[config.mk]
export PLATFORM = sky130hd
export DESIGN_NAME = pei_bank
export DESIGN_NICKNAME = d
export VERILOG_FILES = /design/src/pei_pkg.sv /design/src/pei_pin_if.sv /design/src/pei_pin_qual.sv /design/src/pei_bank.sv
export SDC_FILE = /design/constraint.sdc
export NUM_CORES = 1
export LEC_CHECK = 0
export BUFFER_PORTS_ARGS = -buffer_cell sky130_fd_sc_hd__buf_2
export CAP_MARGIN = 10
export CORE_MARGIN = 1
export CORE_UTILIZATION = 40
export CTS_BUF_LIST = sky130_fd_sc_hd__clkbuf_8
export CTS_CLUSTER_DIAMETER = 30
export DETAILED_ROUTE_END_ITERATION = 8
export PLACE_DENSITY = 0.8
export SLEW_MARGIN = 20
export SYNTH_ARGS = -nofsm -noshare
export SYNTH_HDL_FRONTEND = slang
export SYNTH_SLANG_ARGS = --single-unit
[constraint.sdc]
create_clock -name CORE_CLK -period 2.9 [get_ports CORE_CLK]
set_input_delay 0.725 -clock CORE_CLK [delete_from_list [all_inputs] [get_ports CORE_CLK]]
set_output_delay 0.725 -clock CORE_CLK [all_outputs]
set_load 0.005 [all_outputs]
[src/pei_pkg.sv]
/*
  Constants, field layout and state types for the time-unit event
  interrupt bank. Assumes one 50 MHz core clock shared by every user.
*/
package pei_pkg;

  // ****************************************************************
  // Register map and field positions
  // ****************************************************************
  localparam int             PEI_ADDR_W       = 12;
  localparam logic [11:0]    PEI_STS_EN_OFS   = 12'h198;
  localparam logic [11:0]    PEI_PIN_CTRL_OFS = 12'h1F0;
  localparam int             PEI_NSRC         = 9;
  localparam int             PEI_NPIN         = 2;
  localparam int             PEI_NPORT_EV     = 6;
  localparam int             PEI_STS_LSB      = 0;
  localparam int             PEI_EN_LSB       = 16;
  localparam int             PEI_SUMMARY_BIT  = 29;
  localparam int             PEI_TIMER_BIT    = 0;
  localparam int             PEI_PIN8_BIT     = 1;
  localparam int             PEI_PIN9_BIT     = 2;
  localparam int             PEI_PORT_LSB     = 3;
  localparam int             PEI_P0_RX_BIT    = 4;
  localparam int             PEI_P2_RX_BIT    = 8;
  localparam int             PEI_CTRL_W       = 6;
  localparam int             PEI_MODE_LSB     = 0;
  localparam int             PEI_CLR_LSB      = 4;
  localparam int             PEI_POL_LSB      = 6;
  localparam int             PEI_CTRL_REG_W   = 8;

  // ****************************************************************
  // Reset values
  // ****************************************************************
  localparam logic [8:0]     PEI_STATUS_RST   = 9'h000;
  localparam logic [8:0]     PEI_ENABLE_RST   = 9'h000;
  localparam logic [7:0]     PEI_CTRL_RST     = 8'h00;

  // ****************************************************************
  // Timing
  // ****************************************************************
  localparam int             PEI_CLK_MHZ      = 50;
  localparam int             PEI_QUAL_NS      = 40;
  // Strictly longer than the figure, so one sample more than it covers
  localparam int             PEI_QUAL_CYC     = (PEI_QUAL_NS * PEI_CLK_MHZ) / 1000 + 1;
  localparam int             PEI_PULSE_NS     = 100;
  localparam int             PEI_PULSE_CYC    = (PEI_PULSE_NS * PEI_CLK_MHZ) / 1000;
  localparam int             PEI_PULSE_W      = 3;

  typedef enum logic [1:0] {
    PEI_MODE_PULSE  = 2'h0,
    PEI_MODE_TOGGLE = 2'h1,
    PEI_MODE_LEVEL  = 2'h2,
    PEI_MODE_RSVD   = 2'h3
  } pei_mode_t;

  typedef struct packed {
    logic [8:0]                    status;
    logic [8:0]                    enable;
    logic [7:0]                    ctrl;
    logic                          ge_d;
    logic                          summary;
    logic [1:0]                    pin_out;
    logic [1:0]                    toggle;
    logic [1:0][PEI_PULSE_W-1:0]   pulse_cnt;
    logic [31:0]                   rdata;
  } pei_bank_state_t;

endpackage

[src/pei_pin_if.sv]
/*
  Carrier between the bank and its pin qualifier: polarity going out,
  qualified edge pulses coming back. Both ends run on the core clock.
*/
`timescale 1ns/10ps
interface pei_pin_if;
  logic [1:0] active_low;
  logic [1:0] qual;
  modport qualifier (input active_low, output qual);
  modport bank      (output active_low, input qual);
endinterface

[src/pei_pin_qual.sv]
/*
  Capture pin qualifier: synchronises each pin, and emits one pulse per
  active edge once the level has held long enough. Assumes raw pins are
  asynchronous to the core clock.
*/
`timescale 1ns/10ps
module pei_pin_qual
  import pei_pkg::*;
#(
  parameter int NPIN     = PEI_NPIN,
  parameter int QUAL_CYC = PEI_QUAL_CYC
) (
  // Clock and reset
  input wire logic            clk,
  input wire logic            rst,
  // Raw pins
  input wire logic [NPIN-1:0] pin_raw,
  // To the bank
  pei_pin_if.qualifier        pif
);
  localparam int CW = $clog2(QUAL_CYC + 1);

  typedef struct packed {
    logic [NPIN-1:0]         sync1;
    logic [NPIN-1:0]         sync2;
    logic [NPIN-1:0]         qual;
    logic [NPIN-1:0][CW-1:0] cnt;
  } pei_qual_state_t;

  pei_qual_state_t r;
  pei_qual_state_t next_r;
  logic [NPIN-1:0] act;

  assign act      = r.sync2 ^ pif.active_low;
  assign pif.qual = r.qual;

  always_comb begin
    next_r       = r;
    next_r.sync1 = pin_raw;
    next_r.sync2 = r.sync1;
    for (int i = 0; i < NPIN; i++) begin
      if (!act[i]) begin
        // Rearm only after the pin goes inactive: edge, not level
        next_r.cnt[i]  = '0;
        next_r.qual[i] = 1'b0;
      end else begin
        next_r.qual[i] = (r.cnt[i] == CW'(QUAL_CYC - 1));
        if (r.cnt[i] != CW'(QUAL_CYC)) begin
          next_r.cnt[i] = r.cnt[i] + CW'(1);
        end
      end
    end
  end

  always_ff @(posedge clk) begin
    if (rst) begin
      r <= '0;
    end else begin
      r <= next_r;
    end
  end
endmodule

[src/pei_bank.sv]
/*
  Time-unit event interrupt bank: nine sticky event flags, their enables,
  one summary level and the pin event outputs. Assumes event inputs and
  the time value are on the core clock; capture pins are asynchronous.
*/
`timescale 1ns/10ps

module pei_bank
  import pei_pkg::*;
(
  // Clock and reset
  input  wire logic                  CORE_CLK,
  input  wire logic                  RST,
  // Register port
  input  wire logic [PEI_ADDR_W-1:0] REG_ADDR,
  input  wire logic [31:0]           REG_WDATA,
  input  wire logic                  REG_WR,
  input  wire logic                  REG_RD,
  output logic [31:0]                REG_RDATA,
  // Packet capture pulses, bit 5 port 2 receive down to bit 0 port 0 transmit
  input  wire logic [5:0]            PORT_CAPTURE,
  // Time value and compare target
  input  wire logic [63:0]           TIME_NOW,
  input  wire logic [63:0]           CLOCK_TARGET,
  // Capture pins, bit 1 pin 9, bit 0 pin 8
  input  wire logic [1:0]            PIN_IN,
  output logic [1:0]                 PIN_CAPTURE_STROBE,
  output logic [1:0]                 PIN_EVENT_OUT,
  // Summary towards the system interrupt status
  output logic                       TIME_UNIT_SUMMARY_STATUS
);

  // ****************************************************************
  // State
  // ****************************************************************
  pei_bank_state_t r;
  pei_bank_state_t next_r;
  pei_pin_if       pif ();
  logic            ge;
  logic            timer_rise;
  logic            sts_wr;
  logic            ctrl_wr;

  pei_pin_qual #(
    .NPIN     (PEI_NPIN),
    .QUAL_CYC (PEI_QUAL_CYC)
  ) u_qual (
    .clk     (CORE_CLK),
    .rst     (RST),
    .pin_raw (PIN_IN),
    .pif     (pif)
  );

  assign pif.active_low = r.ctrl[PEI_POL_LSB +: PEI_NPIN];
  // Compare is registered as an edge so a cleared flag is not relatched
  assign ge         = (TIME_NOW >= CLOCK_TARGET);
  assign timer_rise = ge & ~r.ge_d;
  assign sts_wr     = REG_WR && (REG_ADDR == PEI_STS_EN_OFS);
  assign ctrl_wr    = REG_WR && (REG_ADDR == PEI_PIN_CTRL_OFS);

  // ****************************************************************
  // Next state
  // ****************************************************************
  always_comb begin
    logic [8:0] set;
    logic [8:0] clr;
    pei_mode_t  mode;
    set    = '0;
    clr    = '0;
    mode   = PEI_MODE_PULSE;
    next_r = r;
    next_r.ge_d = ge;

    if (sts_wr) begin
      next_r.enable = REG_WDATA[PEI_EN_LSB +: PEI_NSRC];
      clr           = REG_WDATA[PEI_STS_LSB +: PEI_NSRC];
    end
    if (ctrl_wr) begin
      next_r.ctrl = {2'h0, REG_WDATA[PEI_CTRL_W-1:0]};
    end
    if (|(pif.qual & r.ctrl[PEI_CLR_LSB +: PEI_NPIN])) begin
      clr[PEI_TIMER_BIT] = 1'b1;
    end

    // Port 0 receive is fabric-to-host traffic, transmit is host-to-fabric
    set[PEI_PORT_LSB +: PEI_NPORT_EV] = PORT_CAPTURE;
    set[PEI_PIN8_BIT]                 = pif.qual[0];
    set[PEI_PIN9_BIT]                 = pif.qual[1];
    set[PEI_TIMER_BIT]                = timer_rise;

    // Set is ORed last so an event in the clearing cycle survives
    next_r.status  = (r.status & ~clr) | set;
    next_r.summary = |(next_r.status & next_r.enable);

    for (int i = 0; i < PEI_NPIN; i++) begin
      mode = pei_mode_t'(next_r.ctrl[PEI_MODE_LSB + 2*i +: 2]);
      if (timer_rise) begin
        next_r.toggle[i]    = ~r.toggle[i];
        next_r.pulse_cnt[i] = PEI_PULSE_W'(PEI_PULSE_CYC);
      end else if (r.pulse_cnt[i] != '0) begin
        next_r.pulse_cnt[i] = r.pulse_cnt[i] - PEI_PULSE_W'(1);
      end
      case (mode)
        PEI_MODE_PULSE:  next_r.pin_out[i] = (next_r.pulse_cnt[i] != '0);
        PEI_MODE_TOGGLE: next_r.pin_out[i] = next_r.toggle[i];
        PEI_MODE_LEVEL:  next_r.pin_out[i] = next_r.status[PEI_TIMER_BIT];
        default:         next_r.pin_out[i] = 1'b0;
      endcase
    end

    // Read data stands one cycle only; reserved bits stay zero
    next_r.rdata = '0;
    if (REG_RD) begin
      case (REG_ADDR)
        PEI_STS_EN_OFS:   next_r.rdata = {7'h00, r.enable, 7'h00, r.status};
        PEI_PIN_CTRL_OFS: next_r.rdata = {24'h000000, r.ctrl};
        default:          next_r.rdata = '0;
      endcase
    end
  end

  always_ff @(posedge CORE_CLK) begin
    if (RST) begin
      r         <= '0;
      r.status  <= PEI_STATUS_RST;
      r.enable  <= PEI_ENABLE_RST;
      r.ctrl    <= PEI_CTRL_RST;
    end else begin
      r <= next_r;
    end
  end

  // ****************************************************************
  // Outputs
  // ****************************************************************
  assign REG_RDATA                = r.rdata;
  assign PIN_EVENT_OUT            = r.pin_out;
  assign PIN_CAPTURE_STROBE       = pif.qual;
  assign TIME_UNIT_SUMMARY_STATUS = r.summary;
endmodule

=== After elaboration in Yosys (flattened, before gate mapping) ===
Index checks and enable logic that the tools add are counted.

* Bits in registers: 78
* Input bits: 184
* Output and inout port bits: 37
* Logic and storage cells: 70

* Add/subtract/negate cells: 4
* $lt $le $gt $ge: 1
* Equality and inequality tests: 10
* Multiplexer cells: 13
* Bitwise gates (word level): 12
* Reductions and logical operators: 13

{| class="wikitable"
|+ Operators by type and width
! operator !! count
|-
| >= comparator 64 bit || 1
|-
| case mux 25 bit (2 select lines) || 1
|-
| equality test 12 x 9 -> 1 bit, second input constant || 2
|-
| bitwise AND 9 bit || 2
|-
| two-way mux 9 bit || 2
|-
| two-way mux 3 bit || 4
|-
| nonzero test 3 bit || 4
|-
| inverter 9 bit || 1
|-
| OR 9 bit || 1
|-
| OR reduction 9 bit || 1
|-
| equality test 2 bit, second input constant || 4
|-
| OR reduction 2 bit || 4
|-
| inverter 1 bit || 6
|-
| case mux 1 bit (3 select lines) || 2
|-
| subtractor 3 x 1 -> 3 bit, second input constant || 2
|-
| adder 2 x 1 -> 2 bit, second input constant || 2
|-
| equality test 2 x 1 -> 1 bit, second input constant || 2
|-
| zero test 2 bit || 2
|-
| two-way mux 4 bit || 1
|-
| != test 2 bit, second input constant || 2
|-
| two-way mux 1 bit || 3
|-
| bitwise AND 2 bit || 1
|-
| logical AND 1 bit || 2
|-
| bitwise AND 1 bit || 1
|}

=== Depth between registers and ports, before layout ===
Gate-level depths: netlist of the first run.

* Depth after elaboration: 9
* Gate-level depth with buffers: 11
* Depth with buffers taken out: 10

=== Modules after synthesis ===
Synthesis of the first run repeated with hierarchy kept, for this count alone.

* Cells, all modules: 531
* Area total of the unflattened synthesis: 4418.0 sq um

{| class="wikitable"
|+ By module, submodules not included
! module !! times used !! cells each !! area each (sq um) !! seq. area each (sq um)
|-
| pei_bank || 1 || 494 || 4010.1 || 1081.0
|-
| pei_pin_qual || 1 || 37 || 407.9 || 200.2
|}

=== Least setup slack after synthesis of the first run ===
Ideal clock, no wire load.

* Path kind: input to register
* Start point: input REG_ADDR[10]
* End point: register r (netlist bit TIME_UNIT_SUMMARY_STATUS)
* Setup time: 0.127 ns
* Data arrival time: 2.731 ns
* Required time: 2.773 ns
* Path slack: 0.041 ns
* Stages: 9
* Buffers on the path: 2
* Path through: or4_4 nor4_4 and2_1 buf_6 buf_12 mux2i_1 o22ai_1 nor4_1 o2bb2ai_1

* Longest elaborated chain between the ends: 9
* Elaborated cells between the ends (all ways): 10
* Those cells by class: eq/ne (1); mux (3); bitwise (4); reduce/logical (2)

{| class="wikitable"
|+ RTL lines
! element !! line !! source
|-
| from (decl) || pei_bank.sv:15 || <nowiki>input wire logic [PEI_ADDR_W-1:0] REG_ADDR,</nowiki>
|-
| equality test 12 x 9 -> 1 bit (*) || pei_bank.sv:58 || <nowiki>assign sts_wr = REG_WR && (REG_ADDR == PEI_STS_EN_OFS);</nowiki>
|-
| logical AND 1 bit (*) || pei_bank.sv:58 ||
|-
| two-way mux 9 bit || pei_bank.sv:74 || <nowiki>if (sts_wr) begin</nowiki>
|-
| two-way mux 1 bit || pei_bank.sv:81 || <nowiki>if (|(pif.qual & r.ctrl[PEI_CLR_LSB +: PEI_NPIN])) begin</nowiki>
|-
| inverter 9 bit || pei_bank.sv:92 || <nowiki>next_r.status = (r.status & ~clr) | set;</nowiki>
|-
| bitwise AND 9 bit || pei_bank.sv:92 ||
|-
| OR 9 bit || pei_bank.sv:92 ||
|-
| bitwise AND 9 bit (*) || pei_bank.sv:93 || <nowiki>next_r.summary = |(next_r.status & next_r.enable);</nowiki>
|-
| OR reduction 9 bit (*) || pei_bank.sv:93 ||
|-
| to (signal assigned) || pei_bank.sv:129 || <nowiki>r <= next_r;</nowiki>
|-
| to (decl) || pei_bank.sv:36 || <nowiki>pei_bank_state_t r;</nowiki>
|}

Every way passes the cells marked *; elsewhere a longest branch is shown, timed or not.
A chain may end at the register's enable or synchronous reset.

=== Worst setup path in the final report of the first run ===
* Start point: input REG_ADDR[5]
* End point: register r (netlist bit TIME_UNIT_SUMMARY_STATUS)

Same word-level chain as after synthesis.

==> flow_summary.toml, run 1 <==
[run_status]
status = "finished, final reports clean"

[layout]
drive_gt1_share_pct = 35.0
nets = 985
area_growth_pct = 30.7
num_antenna_cells = 0
fin_area_sq_um = 5720
fin_cells = 868
multi_input_area_sq_um = 2500
ff_latch_area_sq_um = 1280
fillers = 988

[synth]
postSynthAreaPerCell_sq_um = 8.41
yosysWarnings = 0
netlist_instances = 520
ys_seq_area_share_pct = 29.3
syn_area_sq_um = 4370
synth_adder_area_share_pct = 21.2
synth_edf_count = 0
synth_mux_area_share_pct = 2.98
yosys.area_share.simple_pct = 16.3
synthXorXnorAreaFrac_pct = 1.20
synth_seq_cells = 64
synth_top_family_by_area = "adder cells"
synth_cell_types = 54
async_flop_share_pct = 0
synth_compound_area_share_pct = 14.2
synth_flop_cell = "dfxtp_1"
post-synth-top-area-fraction_pct = 29.3
yosysTopAreaCell = "dfxtp_1"
synth.area.top_cells = "dfxtp_1, ha_1, inv_1"

[floorplanning]
die_w_um = 107
io_pins = 221
rows = 37
die_area_sq_um = 11400
dieHeight_um = 107
core_sq_um = 10500
start_util_pct = 41.8

[sta]
hold_viol = 0
whs_ns = 0.436
slew_viol_final = 0
fin_skew_ns = 0.00659
layout_setup_ws_ns = 0.217
finalCritPeriodShare_pct = 92.5
final.min_clock_period_ns = 2.68
maxClockFrequency_ghz = 0.373
setup_violations = 0
rsz0062_at_grt = "no"

[placed_design]
dpl.cell_count = 852
dpl.hpwl_um = 8150
dpl_worst_slack_ns = -0.261
gp_congestion = 0.810
placed_cell_area_sq_um = 5510
port_buffers = 192

[route]
wire_per_inst_um = 11.0
firstDrtPassIters = 4
route.detailed.drc = 0
route.met2.wl_um = 4800
route.vias.total = 4090
top_layer_used = "met4"
routed_via_density = 4.71
wl_um = 9530
drt_iter0_drc = 105
wl_met3_um = 625
met1_length_um = 3890
antenna_left = 0

[critical_path]
worstPathCellList = "buf_2 > or3b_2 > nor4_4 > and2_1 > buf_4 > nand2_1 > a21oi_1 > o22ai_1 > nor4_1 > o2bb2ai_1"
slowest_stage = "or3b_2"
worstPathRequired_ns = 3.12
critPathKind = "input pin to flip-flop"
arrival_ns = 2.91
crit_family = "simple AND/OR/NAND/NOR gates"
cp_max_fo = 7
cp-end-kind = "flip-flop"
worst-path-buf-inv = 2
cp_slowest_stage_delay_ns = 0.49
crit_path_start_kind = "input pin"

[cts]
cts_setup_buffers = 0
cts_root_buffer = "clkbuf_8"
cts.reportedPaths.clkPinSlew_ns = 0.07
cts.sinks = 64
cts_tree = "done"
htree_levels = 3
cts_buffer_depth = 2
cts-buffers-inserted = 9
clk_latency_ns = 0.35

[grt]
track_usage_pct = 17.5
grt_pass1_wl_um = 16000
gr-total-overflow = 0
grt_start_max_net_pins = 43
grt_pass1_vias = 3993
antenna_found_initial = 0

[power]
switching_share_pct = 28.6
power_frac_clock_pct = 33.6
power_density_nw_per_um2 = 404
p_switching_w = 0.000660
p_seq_share_pct = 41.0
pwr-share-comb_pct = 25.4
irDropWorstVdd_v = 0.000322
total_power_w = 0.00231
power.leakage_nw = 3.13
internal_power_w = 0.00165

[job]
max_cap_viol_count = 0

[min_path]
hp-class = "flip-flop to flip-flop"
==> power groups by stage <==
stage	Clock, W	Sequential (W)	Combinational [W]
finish	0.000777	0.000946	0.000586
global route	0.000827	0.000951	0.000678
CTS	0.000797	0.000946	0.000593
detailed placement	0	0.000966	0.000588
global placement	0	0.000965	0.000573
floorplan	0	0.000962	0.000383
==> worst paths after layout <==
| check | from | endpoint | slack (ns) | depth (start not counted) |
|---|---|---|---|---|
| max reg2reg | r[32] | PIN_EVENT_OUT[0] | 1.10 | 8 |
| max | REG_ADDR[5] | TIME_UNIT_SUMMARY_STATUS | 0.22 | 10 |
| min | u_qual.next_r[6] | u_qual.r[6] | 0.44 | 1 |
| min reg2reg | u_qual.next_r[6] | u_qual.r[6] | 0.44 | 1 |
==> flip-flops by register name, indices dropped and copies added (netlist names) <==
signal                    cells
r                            33
REG_RDATA                    18
u_qual.r                      6
PIN_EVENT_OUT                 2
u_qual.next_r                 2
u_qual.pif.qual               2
TIME_UNIT_SUMMARY_STATUS      1
==> layout by cell type (no fill, tap or decap), types with 5 or more instances in the layout <==
cell      Yosys  layout
a21o_1        7       7
a21oi_1      42      42
a22oi_1       7       7
and2_1       13      13
buf_2         1     192
buf_4        36      35
clkbuf_8      0      10
conb_1        1      14
dfxtp_1      64      64
ha_1         74      74
inv_1        84      84
mux2i_1      13      13
nand2_1      23      23
nand2b_1      6       6
nand3_1      11      11
nand4_1      12      12
nor2_1       47      47
nor2b_1       5       5
o21ai_0       7       6
==> layer usage <==
metal,GRT usage (%),vias to the layer above
met1,18.5,1788
met2,33.5,154
met4,6.95,0
li1,-,2127
met3,3.43,21
met5,0,-
==> repair_timing <==
item | in CTS | in global routing
endpoints found under the setup margin | 0 | 5
gates resized for setup | 0 | 2
hold buffers | 0 | 0
==> area by class of cell <==
cell class / instances / area share (%)
Sequential cell: 64 / 22.4
Clock buffer: 10 / 2.41
Timing Repair Buffer: 228 / 21.8
Multi-Input combinational cell: 340 / 43.7
Inverter: 84 / 5.52
Tap cell: 136 / 2.98
Clock inverter: 6 / 1.20
==> cell usage after synthesis, types with 6 or more instances <==
master and n:
a21oi_1 42, nand2_1 23, dfxtp_1 64, buf_4 36, a22oi_1 7, nand4_1 12
mux2i_1 13, o21ai_0 7, nand2b_1 6, clkbuf_1 6, and2_1 13, nor2_1 47
inv_1 84, a21o_1 7, ha_1 74, nand3_1 11
==> cell families (layout without fill, tap and decap cells) <==
kind of cell,after synthesis,in the layout
adder cells (fa/ha/maj),74,74
multiplexers,13,13
other,1,14
flip-flops,64,64
buffers and inverters,129,328
XOR/XNOR,6,6
AO/OA/AOI/OAI,96,96
AND/OR/NAND/NOR,137,137
==> metrics by stage <==
stage	utilization (%)	setup TNS (ns)
final	54.6	0
after global routing	54.6	0
after CTS	54.6	0
after detailed placement	52.6	-1.62
after global placement	52.6	-1.54
after floorplan	-	0
No activity file was read; power rests on OpenSTA's default activity.
==> run 2: changes to the inputs <==
Settings changed: SYNTH_HIERARCHICAL set to 1.
==> run 2 against run 1 <==
Sequential cell count did not move. Fmax decreased by 2.8%. Critical path type unchanged. Global-route usage increased by 1.1 points. Largest cell class unchanged. Core utilization decreased by 0.93 points. Largest power group unchanged. Non-clock buffer count is 4 lower. Area after synthesis up 1.0%. Total power grew 4.3%. Worst setup slack got worse by 0.077 ns. Via count increased by 1.5%.
==> flow_summary.toml, run 2 <==
[layout]
regMostFlops = "r"
largest_reg_flops = 33
fin_area_sq_um = 5800
drive_gt1_share_pct = 34.5
ff_latch_area_sq_um = 1280
final_common_cell = "buf_2"
nets = 993
final_cell_mix = "buf_2, inv_1, ha_1"
multi_input_area_sq_um = 2600
area_growth_pct = 31.2
fillers = 986

[job]
max_cap_viol_count = 0

[synth]
synth.most_common_cell = "inv_1"
syn_area_sq_um = 4420
synth_edf_count = 0
synth_cell_types = 53
ys_seq_area_share_pct = 29.0
synth.area.top_cells = "dfxtp_1, ha_1, inv_1"
yosysWarnings = 6
synth_common_cells = "inv_1, ha_1, dfxtp_1"
postSynthAreaPerCell_sq_um = 8.32
netlist_instances = 531
yosysTopAreaCell = "dfxtp_1"
async_flop_share_pct = 0
synth_seq_cells = 64
synth_flop_cell = "dfxtp_1"
post-synth-top-area-fraction_pct = 29.0

[floorplanning]
dieHeight_um = 107
die_w_um = 107
rows = 38
io_pins = 221
core_sq_um = 10800
die_area_sq_um = 11500
start_util_pct = 40.9

[cts]
cts_setup_buffers = 0
clk_latency_ns = 0.35
cts-buffers-inserted = 9
cts_buffer_depth = 2
htree_levels = 3
cts_tree = "done"
cts_root_buffer = "clkbuf_8"
cts.reportedPaths.clkPinSlew_ns = 0.07
cts.sinks = 64
cts_hold_buf = 0
post_cts_resized = 0

[critical_path]
worstPathRequired_ns = 3.18
cp_max_fo = 6
cp-end-kind = "flip-flop"
critPathKind = "input pin to flip-flop"
crit_path_start_kind = "input pin"
arrival_ns = 3.04

[sta]
fin_skew_ns = 0.00901
whs_ns = 0.440
slew_viol_final = 0
maxClockFrequency_ghz = 0.362
setup_violations = 0
layout_setup_ws_ns = 0.139
hold_viol = 0
finalCritPeriodShare_pct = 95.2
final.min_clock_period_ns = 2.76

[grt]
grt_start_max_net_pins = 20
grt_pass1_wl_um = 16900
track_usage_pct = 18.6
grt_pass1_vias = 3941
gr-total-overflow = 0
antenna_found_initial = 0

[route]
route.vias.total = 4152
wire_per_inst_um = 11.9
wl_um = 10500
route.detailed.drc = 0
routed_via_density = 4.71
drt_iter0_drc = 185
antenna_left = 0
firstDrtPassIters = 4

[placed_design]
placed_cell_area_sq_um = 5540
gp_congestion = 0.840
dpl.hpwl_um = 8670
dpl_worst_slack_ns = -0.379
port_buffers = 192

[power]
power_density_nw_per_um2 = 416
irDropWorstVdd_v = 0.000301
power.leakage_nw = 3.18
total_power_w = 0.00241

[run_status]
status = "finished, final reports clean"

[min_path]
hp-class = "flip-flop to flip-flop"
==> run 2: cells by family (layout without fill, tap and decap cells) <==
logic type / Yosys count / after routing / share of synthesized area, %
flops: 64 / 64 / 29.0
simple gates: 144 / 144 / 17.5
fa+ha+maj: 74 / 74 / 21.0
compound gates: 98 / 98 / 13.6
buf+inv: 130 / 324 / 14.2
other cells: 1 / 17 / 0.0849
mux: 12 / 12 / 3.00
xor+xnor: 8 / 8 / 1.59
==> run 2: through the flow <==
stage	setup TNS (ns)	instances	utilization, %
6_report	0	881	53.7
5_1_grt	-0.00935	880	53.7
4_1_cts	0	880	53.5
3_5_place_dp	-3.47	864	51.4
3_3_place_gp	-2.32	864	51.4
2_1_floorplan	0	546	-
==> run 2: final timing paths <==
kind / startpoint / depth (start not counted) / slack (ns) / to
worst max-delay path: CLOCK_TARGET[61] / 11 / 0.14 / PIN_EVENT_OUT[0]
worst min-delay path: u_qual/next_r[7] / 1 / 0.44 / u_qual/r[7]
worst max register to register: r[35] / 7 / 1.21 / PIN_EVENT_OUT[1]
worst min register to register: u_qual/next_r[7] / 1 / 0.44 / u_qual/r[7]
==> run 2: cell type report <==
| cell class | count | area share (%) |
|---|---|---|
| Inverter | 84 | 5.44 |
| Multi-Input combinational cell | 352 | 44.8 |
| Timing Repair Buffer | 224 | 20.7 |
| Clock inverter | 7 | 1.75 |
| Sequential cell | 64 | 22.1 |
| Antenna cell | 1 | 0.0432 |
| Tap cell | 140 | 3.02 |
| Clock buffer | 9 | 2.14 |
==> run 2: report_power, final <==
part | switching (W) | total [W] | internal [W]
Clock | 0.000365 | 0.000857 | 0.000492
Sequential | 0.0000283 | 0.000957 | 0.000929
Combinational | 0.000293 | 0.000594 | 0.000301
Total | 0.000687 | 0.00241 | 0.00172
==> run 2: worst max-delay path: stages <==
cell,delay [ns]
buf_2,0.07
inv_1,0.03
ha_1,0.28
nand4_1,0.21
nor4_2,0.42
nand3_1,0.18
buf_4,0.17
a21oi_1,0.33
o41ai_4,0.17
or3_1,0.38
o21ai_2,0.06
==> run 2: metal layers <==
layer	wire (um)	track usage, %	up-vias
li1	-	-	2170
met3	497	4.13	27
met1	4480	21.6	1856
met5	0	0	-
met4	279	7.53	0
met2	5250	32.9	99
